==> config.mk <==
export PLATFORM = sky130hd
export DESIGN_NAME = cmw_ctrl
export DESIGN_NICKNAME = d
export VERILOG_FILES = /design/src/rtl/cmw_pkg.sv /design/src/rtl/cmw_ctrl.sv
export SDC_FILE = /design/constraint.sdc
export NUM_CORES = 1
export LEC_CHECK = 0
export ABC_CLOCK_PERIOD_IN_PS = 7400
export BUFFER_PORTS_ARGS = -buffer_cell sky130_fd_sc_hd__buf_2
export CELL_PAD_IN_SITES_DETAIL_PLACEMENT = 1
export CELL_PAD_IN_SITES_GLOBAL_PLACEMENT = 1
export CORE_ASPECT_RATIO = 0.6
export CORE_MARGIN = 2
export CORE_UTILIZATION = 41
export DETAILED_ROUTE_END_ITERATION = 10
export GPL_ROUTABILITY_DRIVEN = 1
export HOLD_SLACK_MARGIN = 0.1
export PLACE_DENSITY = 0.93
export SKIP_CTS_REPAIR_TIMING = 1
export SLEW_MARGIN = 30
export SYNTH_ARGS = -nofsm -noshare
export SYNTH_HDL_FRONTEND = slang
export SYNTH_SLANG_ARGS = --single-unit
==> constraint.sdc <==
create_clock -name i_clk -period 7.4 [get_ports i_clk]
set_input_delay 0.37 -clock i_clk [delete_from_list [all_inputs] [get_ports i_clk]]
set_output_delay 0.37 -clock i_clk [all_outputs]
set_load 0.1 [all_outputs]
==> src/rtl/cmw_pkg.sv <==
// package of the clock, mode and wake-up controller
// assumes one system clock and an avalon-mm register slave
package cmw_pkg;

	// ----------------------------------------------------------
	// register map, byte addresses
	// ----------------------------------------------------------
	localparam logic [4:0] OFS_OSC_CTRL  = 5'h00;
	localparam logic [4:0] OFS_IRQ_FLAG  = 5'h04;
	localparam logic [4:0] OFS_IRQ_EN    = 5'h08;
	localparam logic [4:0] OFS_PORT_CFG  = 5'h0c;
	localparam logic [4:0] OFS_STATUS    = 5'h10;

	// ----------------------------------------------------------
	// field positions
	// ----------------------------------------------------------
	localparam int OSC_SEL_BIT   = 0;
	localparam int OSC_STOP_BIT  = 1;
	localparam int OSC_MODE_LSB  = 2;
	localparam int IRQ_T0_BIT    = 0;
	localparam int IRQ_T1_BIT    = 1;
	localparam int IRQ_WDT_BIT   = 2;
	localparam int IRQ_PORT_BIT  = 3;
	localparam int IRQ_EXT_BIT   = 4;
	localparam int IRQ_LVD_BIT   = 5;
	localparam int IRQ_W         = 6;
	localparam int PORT_W        = 6;
	localparam int PCFG_EXT_SEL  = 8;
	localparam int PCFG_EDGE_SEL = 9;
	localparam int ST_GIE_BIT    = 0;
	localparam int ST_PD_BIT     = 3;
	localparam int ST_TO_BIT     = 4;
	localparam int ST_MODE_LSB   = 8;

	// ----------------------------------------------------------
	// codes, reset values and timing
	// ----------------------------------------------------------
	localparam logic [1:0] MODE_STANDBY = 2'b10;
	localparam logic [1:0] MODE_HALT    = 2'b01;
	localparam logic [1:0] MODE_NONE    = 2'b00;
	localparam logic [10:0] IRQ_VECTOR  = 11'h008;
	localparam int WAKE_HALT_CYCLES     = 16;
	localparam logic [4:0] WAKE_LAST    = 5'(WAKE_HALT_CYCLES - 1);
	localparam int LOW_OSC_HZ           = 32768;
	localparam logic [15:0] LOW_OSC_HZ_W = 16'(LOW_OSC_HZ);

	// high rc frequency in khz per configuration code 0..5
	function automatic logic [15:0] hrc_khz(input logic [2:0] code);
		case (code)
			3'h0: hrc_khz = 16'h03e8;
			3'h1: hrc_khz = 16'h07d0;
			3'h2: hrc_khz = 16'h0fa0;
			3'h3: hrc_khz = 16'h1f40;
			3'h4: hrc_khz = 16'h3e80;
			3'h5: hrc_khz = 16'h4e20;
			default: hrc_khz = 16'h0000;
		endcase
	endfunction

	// operating state, one-hot
	typedef enum logic [4:0] {
		ST_BOOT    = 5'b00001,
		ST_RUN     = 5'b00010,
		ST_STANDBY = 5'b00100,
		ST_HALT    = 5'b01000,
		ST_WAKE    = 5'b10000
	} cmw_state_e;

	// configuration words from the fuse block
	typedef struct packed {
		logic       wdt_irq_mode;
		logic       inst_div4;
		logic       startup_high;
		logic [2:0] hrc_code;
	} cmw_cfg_s;

	// clock and gating outputs toward the rest of the chip
	typedef struct packed {
		logic        high_osc_en;
		logic        low_osc_en;
		logic        sys_clock_select;
		logic        exec_run;
		logic        periph_run;
		logic        timer_run;
		logic [15:0] high_osc_khz;
		logic [15:0] low_osc_hz;
	} cmw_clk_s;

endpackage

==> src/rtl/cmw_ctrl.sv <==
// clock selection, operating mode and wake-up / interrupt controller
// assumes i_clk is the system clock, core strobes are on i_clk,
// pins, lvd and watchdog timeout come from other domains
//
// Behaviour
// - watchdog timeout in interrupt mode sets its flag; served with enables
// - level change on selected input pins 0..5 sets the port flag
// - pin 0 change detection is masked while external select is on
// - chosen edge of pin 0 sets the external flag when selected
// - low-voltage indication falling sets the low-voltage flag
// - clock select bit 0 picks high oscillator at 1, low at 0
// - writing 1 to bit 1 stops the high oscillator
// - halt turns off both oscillators, execution and all peripherals
// - high rc frequency from configuration code; low rc is 32768 Hz
// - instruction clock is system clock divided by 2 or 4
// - after reset start normal or slow per startup configuration
// - clock select 0 gives slow, 1 gives normal; low osc stays on
// - mode field bits 3:2: 10 enters standby, 01 enters halt
// - sleep also halts; clears power-down, sets timeout, clears wdt
// - standby stops execution; timers and low oscillator keep running
// - standby ends on any of the six hardware events
// - halt ends only on watchdog, port change or external event
// - after wake, normal or slow follows the clock select bit
// - wake from halt waits 16 system clocks; standby waits none
// - wake with global enable vectors to 0x008, else continues
// - interrupt flags stay set until firmware writes 0
// - taken interrupt vectors to 0x008 and clears global enable
//
// Decided for this implementation: the placing of the registers and the Avalon-MM slave port.
`timescale 1ns/1ns

module cmw_ctrl
	import cmw_pkg::*;
(
	input  wire logic               i_clk,
	input  wire logic               i_rst,
	// avalon-mm slave
	input  wire logic [4:0]         i_address,
	input  wire logic               i_read,
	input  wire logic               i_write,
	input  wire logic [3:0]         i_byteenable,
	input  wire logic [31:0]        i_writedata,
	output logic      [31:0]        o_readdata,
	output logic                    o_waitrequest,
	// configuration words
	input  wire cmw_cfg_s           i_cfg,
	// core strobes, one cycle each
	input  wire logic               i_sleep_instr,
	input  wire logic               i_irq_enable_instr,
	input  wire logic               i_irq_disable_instr,
	input  wire logic               i_timer0_ovf,
	input  wire logic               i_timer1_udf,
	// asynchronous event sources
	input  wire logic [PORT_W-1:0]  i_port_pins,
	input  wire logic [PORT_W-1:0]  i_port_is_input,
	input  wire logic               i_low_volt_ok,
	input  wire logic               i_wdt_timeout,
	// outputs
	output cmw_clk_s                o_clk,
	output logic                    o_instruction_clock,
	output logic                    o_irq_pending,
	output logic                    o_vector_take,
	output logic      [10:0]        o_vector_addr,
	output logic                    o_wdt_clear,
	output logic                    o_power_down_status_n,
	output logic                    o_timeout_status_n
);

	// ----------------------------------------------------------
	// state
	// ----------------------------------------------------------
	typedef struct packed {
		cmw_state_e          st;
		logic                sys_clock_select;
		logic                high_osc_stop;
		logic [1:0]          low_power_mode_field;
		logic [IRQ_W-1:0]    flag;
		logic [IRQ_W-1:0]    enable;
		logic [PORT_W-1:0]   port_wake_select;
		logic                ext_irq_select;
		logic                ext_edge_select;
		logic                global_irq_enable;
		logic                power_down_status_n;
		logic                timeout_status_n;
		logic [4:0]          wake_cnt;
		logic [1:0]          div_cnt;
		logic                inst_pulse;
		logic                vec_pulse;
		logic                wdt_clr;
		logic                ack;
		logic [31:0]         rdata;
		logic [15:0]         hosc_khz;
		logic [PORT_W-1:0]   pin_m;
		logic [PORT_W-1:0]   pin_s;
		logic [PORT_W-1:0]   pin_p;
		logic                lvd_m;
		logic                lvd_s;
		logic                lvd_p;
		logic                wdt_m;
		logic                wdt_s;
		logic                wdt_p;
	} cmw_reg_s;

	cmw_reg_s s_r;
	cmw_reg_s s_nxt;

	// ----------------------------------------------------------
	// helpers
	// ----------------------------------------------------------
	// a write hits a register when the address matches and the byte lane passed in is on
	function automatic logic wr_hit(input logic [4:0] a,
	                                input logic [4:0] ofs,
	                                input logic       en);
		wr_hit = en && (a == ofs);
	endfunction

	// ----------------------------------------------------------
	// event detection on synchronised inputs
	// ----------------------------------------------------------
	logic [PORT_W-1:0] chg_mask;
	logic [PORT_W-1:0] pin_chg;
	logic              ev_wdt;
	logic              ev_port;
	logic              ev_ext;
	logic              ev_lvd;
	logic [IRQ_W-1:0]  ev_all;
	logic              halt_wake;
	logic              stby_wake;
	logic              bus_req;
	logic              do_wr;
	logic              do_rd;

	// pin 0 leaves change detection to the external edge logic while external select is on
	always_comb begin
		chg_mask    = s_r.port_wake_select & i_port_is_input;
		chg_mask[0] = chg_mask[0] & ~s_r.ext_irq_select;
	end

	// only second and third stages are compared, never the first
	assign pin_chg = (s_r.pin_s ^ s_r.pin_p) & chg_mask;
	assign ev_port = |pin_chg;
	assign ev_ext  = s_r.ext_irq_select & (s_r.ext_edge_select ?
	                 (s_r.pin_s[0] & ~s_r.pin_p[0]) :
	                 (~s_r.pin_s[0] & s_r.pin_p[0]));
	assign ev_lvd  = ~s_r.lvd_s & s_r.lvd_p;
	// one rising edge of the timeout level gives one event
	assign ev_wdt  = s_r.wdt_s & ~s_r.wdt_p & i_cfg.wdt_irq_mode;

	always_comb begin
		ev_all               = '0;
		ev_all[IRQ_T0_BIT]   = i_timer0_ovf;
		ev_all[IRQ_T1_BIT]   = i_timer1_udf;
		ev_all[IRQ_WDT_BIT]  = ev_wdt;
		ev_all[IRQ_PORT_BIT] = ev_port;
		ev_all[IRQ_EXT_BIT]  = ev_ext;
		ev_all[IRQ_LVD_BIT]  = ev_lvd;
	end

	// wake sources differ per mode
	assign stby_wake = |ev_all;
	assign halt_wake = ev_wdt | ev_port | ev_ext;

	// ----------------------------------------------------------
	// avalon handshake: one wait cycle, then the access completes
	// ----------------------------------------------------------
	assign bus_req       = i_read | i_write;
	assign o_waitrequest = bus_req & ~s_r.ack;
	assign do_wr         = i_write & s_r.ack;
	assign do_rd         = i_read & ~s_r.ack;

	// ----------------------------------------------------------
	// next state
	// ----------------------------------------------------------
	always_comb begin
		s_nxt            = s_r;
		s_nxt.vec_pulse  = 1'b0;
		s_nxt.wdt_clr    = 1'b0;
		s_nxt.inst_pulse = 1'b0;
		s_nxt.ack        = bus_req & ~s_r.ack;

		// synchronisers
		s_nxt.pin_m = i_port_pins;
		s_nxt.pin_s = s_r.pin_m;
		s_nxt.pin_p = s_r.pin_s;
		s_nxt.lvd_m = i_low_volt_ok;
		s_nxt.lvd_s = s_r.lvd_m;
		s_nxt.lvd_p = s_r.lvd_s;
		s_nxt.wdt_m = i_wdt_timeout;
		s_nxt.wdt_s = s_r.wdt_m;
		s_nxt.wdt_p = s_r.wdt_s;

		s_nxt.hosc_khz = hrc_khz(i_cfg.hrc_code);

		// read data is latched in the wait cycle, so it is stable
		// at the completing edge
		if (do_rd) begin
			s_nxt.rdata = 32'h0000_0000;
			case (i_address)
				OFS_OSC_CTRL: begin
					s_nxt.rdata[OSC_SEL_BIT]  = s_r.sys_clock_select;
					s_nxt.rdata[OSC_STOP_BIT] = s_r.high_osc_stop;
					s_nxt.rdata[OSC_MODE_LSB +: 2] =
						s_r.low_power_mode_field;
				end
				OFS_IRQ_FLAG: s_nxt.rdata[IRQ_W-1:0] = s_r.flag;
				OFS_IRQ_EN:   s_nxt.rdata[IRQ_W-1:0] = s_r.enable;
				OFS_PORT_CFG: begin
					s_nxt.rdata[PORT_W-1:0]   = s_r.port_wake_select;
					s_nxt.rdata[PCFG_EXT_SEL]  = s_r.ext_irq_select;
					s_nxt.rdata[PCFG_EDGE_SEL] = s_r.ext_edge_select;
				end
				OFS_STATUS: begin
					s_nxt.rdata[ST_GIE_BIT] = s_r.global_irq_enable;
					s_nxt.rdata[ST_PD_BIT]  = s_r.power_down_status_n;
					s_nxt.rdata[ST_TO_BIT]  = s_r.timeout_status_n;
					s_nxt.rdata[ST_MODE_LSB +: 5] = s_r.st;
				end
				default: s_nxt.rdata = 32'h0000_0000;
			endcase
		end

		// register writes; unmapped addresses are ignored
		if (wr_hit(i_address, OFS_OSC_CTRL, do_wr & i_byteenable[0]))
		begin
			s_nxt.sys_clock_select = i_writedata[OSC_SEL_BIT];
			s_nxt.high_osc_stop    = i_writedata[OSC_STOP_BIT];
			s_nxt.low_power_mode_field =
				i_writedata[OSC_MODE_LSB +: 2];
		end
		if (wr_hit(i_address, OFS_IRQ_EN, do_wr & i_byteenable[0]))
			s_nxt.enable = i_writedata[IRQ_W-1:0];
		if (wr_hit(i_address, OFS_PORT_CFG, do_wr & i_byteenable[0]))
			s_nxt.port_wake_select = i_writedata[PORT_W-1:0];
		if (wr_hit(i_address, OFS_PORT_CFG, do_wr & i_byteenable[1]))
		begin
			s_nxt.ext_irq_select  = i_writedata[PCFG_EXT_SEL];
			s_nxt.ext_edge_select = i_writedata[PCFG_EDGE_SEL];
		end

		// flags: written 0 clears, written 1 keeps; a new event
		// in the same cycle still wins
		if (wr_hit(i_address, OFS_IRQ_FLAG, do_wr & i_byteenable[0]))
			s_nxt.flag = s_r.flag & i_writedata[IRQ_W-1:0];
		s_nxt.flag = s_nxt.flag | ev_all;

		// watchdog timeout marks the timeout status
		if (s_r.wdt_s & ~s_r.wdt_p)
			s_nxt.timeout_status_n = 1'b0;

		// global enable from the core instructions
		if (i_irq_enable_instr)
			s_nxt.global_irq_enable = 1'b1;
		else if (i_irq_disable_instr)
			s_nxt.global_irq_enable = 1'b0;

		// instruction clock enable, only while executing
		if (s_r.st == ST_RUN) begin
			s_nxt.div_cnt = s_r.div_cnt + 2'd1;
			s_nxt.inst_pulse = i_cfg.inst_div4 ?
				(s_r.div_cnt == 2'd3) : s_r.div_cnt[0];
		end else begin
			s_nxt.div_cnt = 2'd0;
		end

		// operating mode sequencer
		case (s_r.st)
			ST_BOOT: begin
				// startup clock strap caught after reset release
				s_nxt.sys_clock_select = i_cfg.startup_high;
				s_nxt.st = ST_RUN;
			end
			ST_RUN: begin
				if (i_sleep_instr || (wr_hit(i_address,
				    OFS_OSC_CTRL, do_wr & i_byteenable[0]) &&
				    i_writedata[OSC_MODE_LSB +: 2] == MODE_HALT))
				begin
					s_nxt.st = ST_HALT;
					s_nxt.power_down_status_n = 1'b0;
					s_nxt.timeout_status_n    = 1'b1;
					s_nxt.wdt_clr             = 1'b1;
				end else if (wr_hit(i_address, OFS_OSC_CTRL,
				    do_wr & i_byteenable[0]) &&
				    i_writedata[OSC_MODE_LSB +: 2] == MODE_STANDBY)
				begin
					s_nxt.st = ST_STANDBY;
				end else if (s_r.global_irq_enable &&
				    |(s_r.flag & s_r.enable) &&
				    !i_irq_enable_instr) begin
					s_nxt.vec_pulse = 1'b1;
					s_nxt.global_irq_enable = 1'b0;
				end
			end
			ST_STANDBY: begin
				if (stby_wake) begin
					// no settle time, an oscillator kept running
					s_nxt.st = ST_RUN;
					s_nxt.low_power_mode_field = MODE_NONE;
					if (s_r.global_irq_enable) begin
						s_nxt.vec_pulse = 1'b1;
						s_nxt.global_irq_enable = 1'b0;
					end
				end
			end
			ST_HALT: begin
				if (halt_wake) begin
					s_nxt.st = ST_WAKE;
					s_nxt.wake_cnt = 5'd0;
				end
			end
			ST_WAKE: begin
				// oscillators restart; hold execution to settle
				if (s_r.wake_cnt == WAKE_LAST) begin
					s_nxt.st = ST_RUN;
					s_nxt.low_power_mode_field = MODE_NONE;
					if (s_r.global_irq_enable) begin
						s_nxt.vec_pulse = 1'b1;
						s_nxt.global_irq_enable = 1'b0;
					end
				end else begin
					s_nxt.wake_cnt = s_r.wake_cnt + 5'd1;
				end
			end
			default: s_nxt.st = ST_BOOT;
		endcase
	end

	// ----------------------------------------------------------
	// state register
	// ----------------------------------------------------------
	always_ff @(posedge i_clk or posedge i_rst) begin
		if (i_rst) begin
			s_r                     <= '0;
			s_r.st                  <= ST_BOOT;
			s_r.sys_clock_select    <= 1'b1;
			s_r.power_down_status_n <= 1'b1;
			s_r.timeout_status_n    <= 1'b1;
			s_r.lvd_m               <= 1'b1;
			s_r.lvd_s               <= 1'b1;
			s_r.lvd_p               <= 1'b1;
		end else begin
			s_r <= s_nxt;
		end
	end

	// ----------------------------------------------------------
	// outputs
	// ----------------------------------------------------------
	logic halted;

	assign halted = (s_r.st == ST_HALT);

	// oscillator and gating; stop is honoured in any mode, firmware
	// is relied on to be in slow mode before setting it
	always_comb begin
		o_clk.high_osc_en = ~s_r.high_osc_stop & ~halted;
		o_clk.low_osc_en  = ~halted;
		o_clk.sys_clock_select = s_r.sys_clock_select;
		o_clk.exec_run    = (s_r.st == ST_RUN);
		o_clk.periph_run  = (s_r.st == ST_RUN);
		o_clk.timer_run   = (s_r.st == ST_RUN) |
		                    (s_r.st == ST_STANDBY);
		o_clk.high_osc_khz = s_r.hosc_khz;
		o_clk.low_osc_hz   = LOW_OSC_HZ_W;
	end

	assign o_readdata            = s_r.rdata;
	assign o_instruction_clock   = s_r.inst_pulse;
	assign o_irq_pending         = s_r.global_irq_enable &
	                               |(s_r.flag & s_r.enable);
	assign o_vector_take         = s_r.vec_pulse;
	assign o_vector_addr         = IRQ_VECTOR;
	assign o_wdt_clear           = s_r.wdt_clr;
	assign o_power_down_status_n = s_r.power_down_status_n;
	assign o_timeout_status_n    = s_r.timeout_status_n;

endmodule

Yosys cells after proc, flatten, opt, wreduce, memory -nomap -nowiden. Index checks and enable logic that the tools add are counted.

Word-level logic and storage cells: 155. Output and inout port bits: 88. Register bits after elaboration: 94. Bits of input ports: 70.

$add $sub $neg: 2. Eq/ne operators: 23. Reductions and logical operators: 21. Mux-type cells: 48. Bitwise logic cells: 32.

Operators with widths (count): case mux 15 bit (6 select lines) (1); 2-to-1 mux 5 bit (7); case mux 5 bit (5 select lines) (1); bitwise AND 6 bit (4); 2-to-1 mux 1 bit (23); == test 5 x 4 -> 1 bit (second input constant) (4); bitwise AND 1 bit (14); OR reduction 6 bit (2); OR reduction 11 bit (1); == test 5 x 3 -> 1 bit (second input constant) (2); == test 5 bit (second input constant) (2); case mux 1 bit (5 select lines) (2); case mux 5 bit (2 select lines) (1); logical AND 1 bit (9); case mux 1 bit (3 select lines) (3); inequality test 2 bit (second input constant) (4); inverter 1 bit (8); case mux 2 bit (2 select lines) (2); case mux 2 bit (4 select lines) (1); == test 3 x 2 -> 1 bit (second input constant) (2); == test 3 bit (second input constant) (2); 2-to-1 mux 2 bit (3); 2-to-1 mux 6 bit (1); bitwise OR 6 bit (1); other kinds (21) (26).

Longest topological paths before layout. Gate-level depths: netlist of run 1.

Depth after elaboration: 8. Depth in mapped cells: 8. Depth with buffers taken out: 8.

Least setup slack after synthesis of run 1. No wires, ideal clock.

Path type: register to output. Start point: register s_r[110] in the netlist's numbering. End point: output port o_clk[37] in the netlist's numbering. Path buffers: 1. Data arrival time: 2.261 ns. Required time: 7.030 ns. Slack: 4.769 ns. Stages on the path, launching flop included: 5. Cell sequence: dfstp_2 clkbuf_1 nor2_1 and3_1 nor2_1.

RTL lines: from (decl) (line cmw_ctrl.sv:104) `cmw_reg_s s_r;`; from (signal assigned) (line cmw_ctrl.sv:341) `s_r <= s_nxt;`; to (decl) (line cmw_ctrl.sv:59) `output cmw_clk_s o_clk,`.

==> results of run 1 <==
logic make-up after synthesis:
logic type                 after synthesis  share of synthesized area
muxes                                   27                     0.0735
other                                    2                    0.00171
DFF                                     90                      0.515
AOI/OAI and AO/OA                       69                     0.0988
adders and majority gates                5                     0.0142
buffers and inverters                  107                      0.161
xor gates and xnor gates                10                     0.0199
and+or+nand+nor                         97                      0.116
state kept, by name, indices dropped and copies added, names as in the netlist, 11 cells and up:
| name | cells |
|---|---|
| o_clk | 13 |
| o_readdata | 11 |
| s_nxt | 16 |
| s_r | 45 |
report_power, final:
part           switching [µW]  internal (µW)  total [µW]
Sequential               62.8            553         616
Combinational             418           97.7         516
Clock                     181            288         469
layout make-up:
type | instances | share of cell area
clock buffer | 12 | 0.0550
clock inverter | 4 | 0.0101
inverter | 16 | 0.0127
multi-input combinational | 260 | 0.333
sequential | 90 | 0.467
tap | 139 | 0.0359
timing repair buffer | 81 | 0.0860
through the flow:
stage,instance area [µm²],worst slack (ns),power [µW]
2_1_floorplan,4580,4.71,1080
3_3_place_gp,4510,5.00,1120
3_5_place_dp,4510,4.85,1140
4_1_cts,4830,4.91,1610
5_1_grt,4840,4.74,1670
6_report,4840,4.92,1600
worst paths after layout:
kind / end / cells past startpoint / from
worst max-delay path: o_clk[33] / 4 / s_r[113]
worst min-delay path: s_nxt[4] / 1 / i_low_volt_ok
worst max register to register: s_r[111] / 7 / s_r[6]
worst min register to register: s_nxt[9] / 0 / s_nxt[15]
max in group asynchronous: s_r[86] / 4 / i_rst
min in group asynchronous: o_clk[24] / 3 / i_rst
per-layer routing:
layer / vias to the layer above / wire length, µm / global-route usage
met2: 111 / 4710 / 0.288
met3: 15 / 953 / 0.0815
met5: - / 21 / 0
li1: 1353 / - / -
met1: 1520 / 4600 / 0.259
met4: 4 / 77 / 0.0337
synth_stat cells, drive strengths merged (4+ instances only):
library cell / instances / area share
clkbuf: 11 / 0.0094
nand2b: 6 / 0.0085
xor2: 6 / 0.012
a21oi: 9 / 0.011
nor2b: 5 / 0.0071
nor2: 20 / 0.017
o21ai: 29 / 0.033
dfstp: 7 / 0.042
xnor2: 4 / 0.0080
mux2: 16 / 0.041
ha: 5 / 0.014
mux2i: 9 / 0.021
nand3: 4 / 0.0046
buf: 80 / 0.14
dfrtp: 83 / 0.47
nor3: 8 / 0.0091
and3: 6 / 0.0088
nand2: 29 / 0.025
a22oi: 9 / 0.015
inv: 16 / 0.014
placed cells by master, fill, tap and decap left out, types with 7 or more instances in the layout:
cell	instances
buf_2	79
nor2_1	20
inv_1	15
mux2i_1	9
clkbuf_16	9
dfstp_2	7
o21ai_0	29
a22oi_1	9
dfrtp_1	83
nand2_1	29
conb_1	52
nor3_1	8
a21oi_1	8
mux2_2	16
worst max-delay path: stages (launching register included):
cell and delay (ns):
dfrtp_1 0.50, nor2_1 0.26, nand4_1 0.29, inv_1 0.26
buf_2 0.47
==> metrics.md, run 1 <==
| Metric | Value |
|---|---|
| Flop-to-flop setup slack | 4.96 ns |
| Clock Latency Late Sink | 0.34 ns |
| Fin crit period | 2.48 ns |
| Total track usage | 0.190 |
| LEAKAGE | 0.00240 µW |
| Multi-input logic area | 0.00161 mm² |
| IO Pins | 158 |
| Iteration-0 DRC count of the detailed router | 143 |
| Crit end category | output port |
| Clk slew on worst S/H paths | 0.06 ns |
| Skew final | 0.00538 ns |
| Final slew viol count | 0 |
| Initial antenna violation count | 2 |
| Layout area overhead | 10.2% |
| Startpoint types | flip-flop |
| Grt total ovfl | 0 |
| Die H | 84.2 µm |
| Share of post-route cells with drive strength above 1 | 0.281 |
| CTS tree | yes |
| Filler Cell Count | 1193 |
| Number of synthesized register bits | 90 |
| Via count | 3003 |
| Routability cong. | 0.884 |
| Max-slew headroom | 0.402 |
| CTS root buf | clkbuf_16 |
| RSZ-0062 raised after global routing | false |
| Post-Layout Cell Count | 602 |
| Synthesized area | 0.00439 mm² |
| Largest net degree at the start of global routing | 79 |
| WS Path Type | reg2out |
| CP arrival | 2.11 ns |
| H-Tree Depth | 3 |
| Post-synth EDFFs | 0 |
| Diode count | 0 |
| Nets | 533 |
| Detail Route Antenna Nets | 0 |
| Die width | 138 µm |
| Status | completed |
| Async SR Flop Fraction | 1.00 |
| PortBufs | 79 |
| Synth Area per Inst | 10.8 µm² |
| Worst slew pin tran | 0.890 ns |
| Clk buf depth | 2 |
| Ys flop type | dfrtp_1 |
| Crit Path Max Fanout | 9 |
| Critical Path RT | 7.03 ns |
| Synth warnings | 0 |
| VDD IR max | 226 µV |
| WL per Instance | 17.2 µm |
| P per Cell Area | 331 mW/mm² |
| Drc violations | 0 |
| Final hold violation count | 0 |
| # rows | 29 |
| Core Box Area | 0.0105 mm² |
| WL final | 10400 µm |
| Num CTS Buffers | 9 |
| Post-DP HPWL | 8020 µm |
| First-pass GRT wire length | 16500 µm |
| Vias in the first global route | 3119 |
| Drt via density | 4.99 |
| Register area share after synthesis | 0.515 |
| Cells after Synth | 407 |
| Final design utilization | 0.462 |
| Die area | 0.0116 mm² |
| Hold Slack | 0.134 ns |
| Period utilization | 0.335 |
| Register Area | 0.00226 mm² |
| TNS Setup | 0 ns |
| Placed cells | 585 |
| TritonRoute pass-1 iters | 4 |
| Maxcap violations | 0 |
| # setup viols final | 0 |
| Netlist cell types | 54 |
| Starting Density | 0.419 |
| Fmax | 0.403 GHz |
| Hold crit path type | in2reg |
| Sink Count | 90 |
(Power assumes the default switching activity.)
==> inputs of run 2 (changes only) <==
--- a/config.mk
+++ b/config.mk
@@ -5,17 +5,18 @@
 export SDC_FILE = /design/constraint.sdc
 export NUM_CORES = 1
 export LEC_CHECK = 0
-export ABC_CLOCK_PERIOD_IN_PS = 7400
+export ABC_AREA = 1
+export ABC_CLOCK_PERIOD_IN_PS = 2530
 export BUFFER_PORTS_ARGS = -buffer_cell sky130_fd_sc_hd__buf_2
 export CELL_PAD_IN_SITES_DETAIL_PLACEMENT = 1
 export CELL_PAD_IN_SITES_GLOBAL_PLACEMENT = 1
 export CORE_ASPECT_RATIO = 0.6
 export CORE_MARGIN = 2
-export CORE_UTILIZATION = 41
+export CORE_UTILIZATION = 36
 export DETAILED_ROUTE_END_ITERATION = 10
 export GPL_ROUTABILITY_DRIVEN = 1
 export HOLD_SLACK_MARGIN = 0.1
-export PLACE_DENSITY = 0.93
+export PLACE_DENSITY = 0.87
 export SKIP_CTS_REPAIR_TIMING = 1
 export SLEW_MARGIN = 30
 export SYNTH_ARGS = -nofsm -noshare
==> constraint.sdc (replaced) <==
create_clock -name i_clk -period 2.53 [get_ports i_clk]
set_input_delay 0.1265 -clock i_clk [delete_from_list [all_inputs] [get_ports i_clk]]
set_output_delay 0.1265 -clock i_clk [all_outputs]
set_load 0.1 [all_outputs]
==> run 2 against run 1 <==
  * Sequential power grew to 2.9 times the previous value
  * Synthesized cell count grew 25%
  * Cell area increased by 6.5%
  * Sequential share of layout area shrank 2.8 points
  * Final cell count is 27% higher
  * Die area is 14% higher
  * First-iteration DRC count decreased by 15%
  * Via count up 12%
  * Global-route usage decreased by 0.77 points
  * Critical path type unchanged
  * Largest cell class unchanged
==> metrics.md, run 2 <==
| Metric | Value |
|---|---|
| Status | completed |
| Max FFs per register | 45 (unchanged) |
| Share of post-route cells with drive strength above 1 | 0.196 (-0.0844) |
| Crit end category | output port |
| Met2 Usage GRT | 0.280 (-0.00724) |
| Iteration-0 DRC count of the detailed router | 122 (-15%) |
| Met1 Resource Use GR | 0.248 (-0.0114) |
| # setup viols final | 0 (unchanged) |
| Critical Path RT | 2.40 ns (-4.63 ns) |
| Skew final | 0.00889 ns (+0.00351 ns) |
| Sequential Power Share | 0.377 (-0.008) |
| Crit Path Max Fanout | 5 (-4) |
| Register area share after synthesis | 0.513 (-0.00117) |
| WS Path Type | reg2out |
| Synth top cells by count | nand2_1, dfrtp_1, buf_4 |
| Clk slew on worst S/H paths | 0.07 ns (about the same) |
| Flop-to-flop setup slack | 0.52 ns (-4.44 ns) |
| WL final | 11600 µm (+12%) |
| Mux cell area share after synthesis | 0.00966 (-0.0638) |
| Post-Synth Adder-Cell Area | 0.0142 (-0.0000324) |
| CP arrival | 1.96 ns (-0.15 ns) |
| Compound-Gate Fraction of Synth Area | 0.0699 (-0.0289) |
| PortBufs | 79 (unchanged) |
| Via count | 3373 (+12%) |
| # rows | 31 (+6.9%) |
| Sw frac | 0.451 (+0.0379) |
| CTS tree | yes |
| Final slew viol count | 0 (unchanged) |
| Initial antenna violation count | 0 (-2) |
| Synth area leaders | dfrtp_1, buf_4, nand2_1 |
| Drt via density | 4.40 (-12%) |
| Core Box Area | 0.0120 mm² (+14%) |
| H-Tree Depth | 3 (unchanged) |
| Post-DP HPWL | 9110 µm (+14%) |
| Largest net degree at the start of global routing | 44 (-44%) |
| Die H | 89.7 µm (+6.5%) |
| Main combinational cell family by area after synthesis | buffers and inverters |
| Grt total ovfl | 0 (unchanged) |
| Most frequent cells in the layout | nand2_1, dfrtp_1, buf_2, inv_1, conb_1 |
| Hold crit path type | in2reg |
| Worst slew pin tran | 0.528 ns (-0.362 ns) |
| Clk buf depth | 2 (unchanged) |
| Ys flop type | dfrtp_1 |
| Synthesized area | 0.00440 mm² (+0.23%) |
| Hold Slack | 0.0678 ns (-0.0662 ns) |
| Die area | 0.0132 mm² (+14%) |
| Fin crit period | 2.08 ns |
| Die width | 147 µm (+6.6%) |
| Layout area overhead | 17.0% |
| CTS root buf | clkbuf_16 |
| Final hold violation count | 0 (unchanged) |
| Cells after Synth | 510 (+25%) |
| LEAKAGE | 0.00279 µW (+16%) |
| Power, Total | 4770 µW (+200%) |
| Total track usage | 0.183 (-0.00771) |
| Num CTS Buffers | 9 (unchanged) |
| Most Crowded Layer GR | met2 |
| Synth warnings | 0 (unchanged) |
| Starting Density | 0.367 (-0.0516) |
| RSZ-0062 raised after global routing | false |
| IO Pins | 158 (unchanged) |
| Synth Area per Inst | 8.64 µm² (-20%) |
| Detail Route Antenna Nets | 0 (unchanged) |
| Most flops, register | s_r |
| Number of synthesized register bits | 90 (unchanged) |
| Clk pwr share | 0.268 (-0.025) |
| Comb power frac | 0.356 (+0.034) |
| Cell-internal power | 2620 µW (+180%) |
| Post-synth EDFFs | 0 (unchanged) |
| Maxcap violations | 0 (unchanged) |
| Fmax | 0.480 GHz |
| Startpoint types | flip-flop |
| P per Cell Area | 925 mW/mm² (+180%) |
| Sink Count | 90 (unchanged) |
| Drc violations | 0 (unchanged) |
| Met3 Use GR | 0.0581 (-0.0234) |
| TNS Setup | 0 ns (unchanged) |
| Count leader, synth | nand2_1 |
| Diode count | 0 (unchanged) |
| Async SR Flop Fraction | 1.00 (unchanged) |
| Max-slew headroom | 0.647 (+0.245) |
| Vias in the first global route | 3447 (+11%) |
| WL per Instance | 15.2 µm (-12%) |
| Net Sw Power | 2150 µW (+230%) |
| Nets | 671 (+26%) |
| Largest area contributor in the netlist | dfrtp_1 |
| Top-area cell type share of the netlist area | 0.472 (-0.00107) |
| Period utilization | 0.823 |
| Routability cong. | 0.920 (+4.0%) |
| Clock Latency Late Sink | 0.35 ns (about the same) |
| First-pass GRT wire length | 18200 µm (+10%) |
| Most common cell after layout, fill and taps aside | nand2_1 |
| Netlist cell types | 34 (-37%) |
| Post-Synth Simple-Gate Area | 0.190 (+0.0736) |
| TritonRoute pass-1 iters | 4 (unchanged) |
| Post-synthesis xor/xnor area fraction | 0.00398 (-0.0160) |
| VDD IR max | 361 µV (+60%) |
run 2: cell count changes after synthesis, sizes merged, moves of 7 or more:
cell and delta:
nand2 +80, inv +57, nand3 +24, nor2 +23
mux2 -14, a22oi -9, clkbuf -8, a21oi +7
mux2i -7
run 2: cells by family (layout without fill, tap and decap cells):
group	count (synthesis)	in the layout
fa+ha+maj	5	5
xor+xnor	2	2
simple gates	195	195
compound gates	58	58
mux	4	4
buf+inv	154	195
other cells	2	52
flops	90	90
run 2: power groups by stage:
stage | clock, µW | combinational, µW | sequential, µW
final | 1280 | 1700 | 1800
after global routing | 1370 | 1810 | 1820
after CTS | 1310 | 1670 | 1790
after detailed placement | 0 | 1670 | 1820
after global placement | 0 | 1620 | 1800
after floorplan | 0 | 1380 | 1910
run 2: area by class of cell:
cell class	instances	area, µm²
Clock buffer	10	229
Clock inverter	6	50.0
Multi-Input combinational cell	316	1460
Timing Repair Buffer	106	671
Fill cell	1457	6830
Tap cell	165	206
Inverter	73	275
Sequential cell	90	2260
run 2: worst paths after layout:
| check | to | cells after the start | from |
|---|---|---|---|
| setup / recovery | o_clk[37] | 5 | s_r[111] |
| hold / removal | s_r[85] | 4 | i_irq_disable_instr |
| setup reg to reg | s_r[101] | 5 | s_r[72] |
| hold reg to reg | s_nxt[9] | 0 | s_nxt[15] |
| max in group asynchronous | s_r[110] | 4 | i_rst |
| min in group asynchronous | s_nxt[17] | 3 | i_rst |
run 2: layer usage:
layer  vias up  part of all wire
met1      1634              0.48
met2        93              0.44
met5         -                 0
li1       1629                 -
met3        17             0.060
met4         0             0.017
run 2: worst max-delay path, stage by stage (launching register included):
cell and delay, ns:
dfrtp_1 0.42, nor2_1 0.20, nand2_1 0.10, nor3_2 0.38, nor2_1 0.16, buf_2 0.33
run 2: per-stage QoR:
stage                     setup WS [ns]  utilization  instance area [µm²]  instances
after floorplan                  0.0798            -                 4590        560
after global placement            0.857        0.387                 4640        726
after detailed placement          0.752        0.387                 4640        726
after CTS                         0.449        0.410                 4910        742
after global routing              0.345        0.430                 5150        766
final                             0.447        0.430                 5150        766
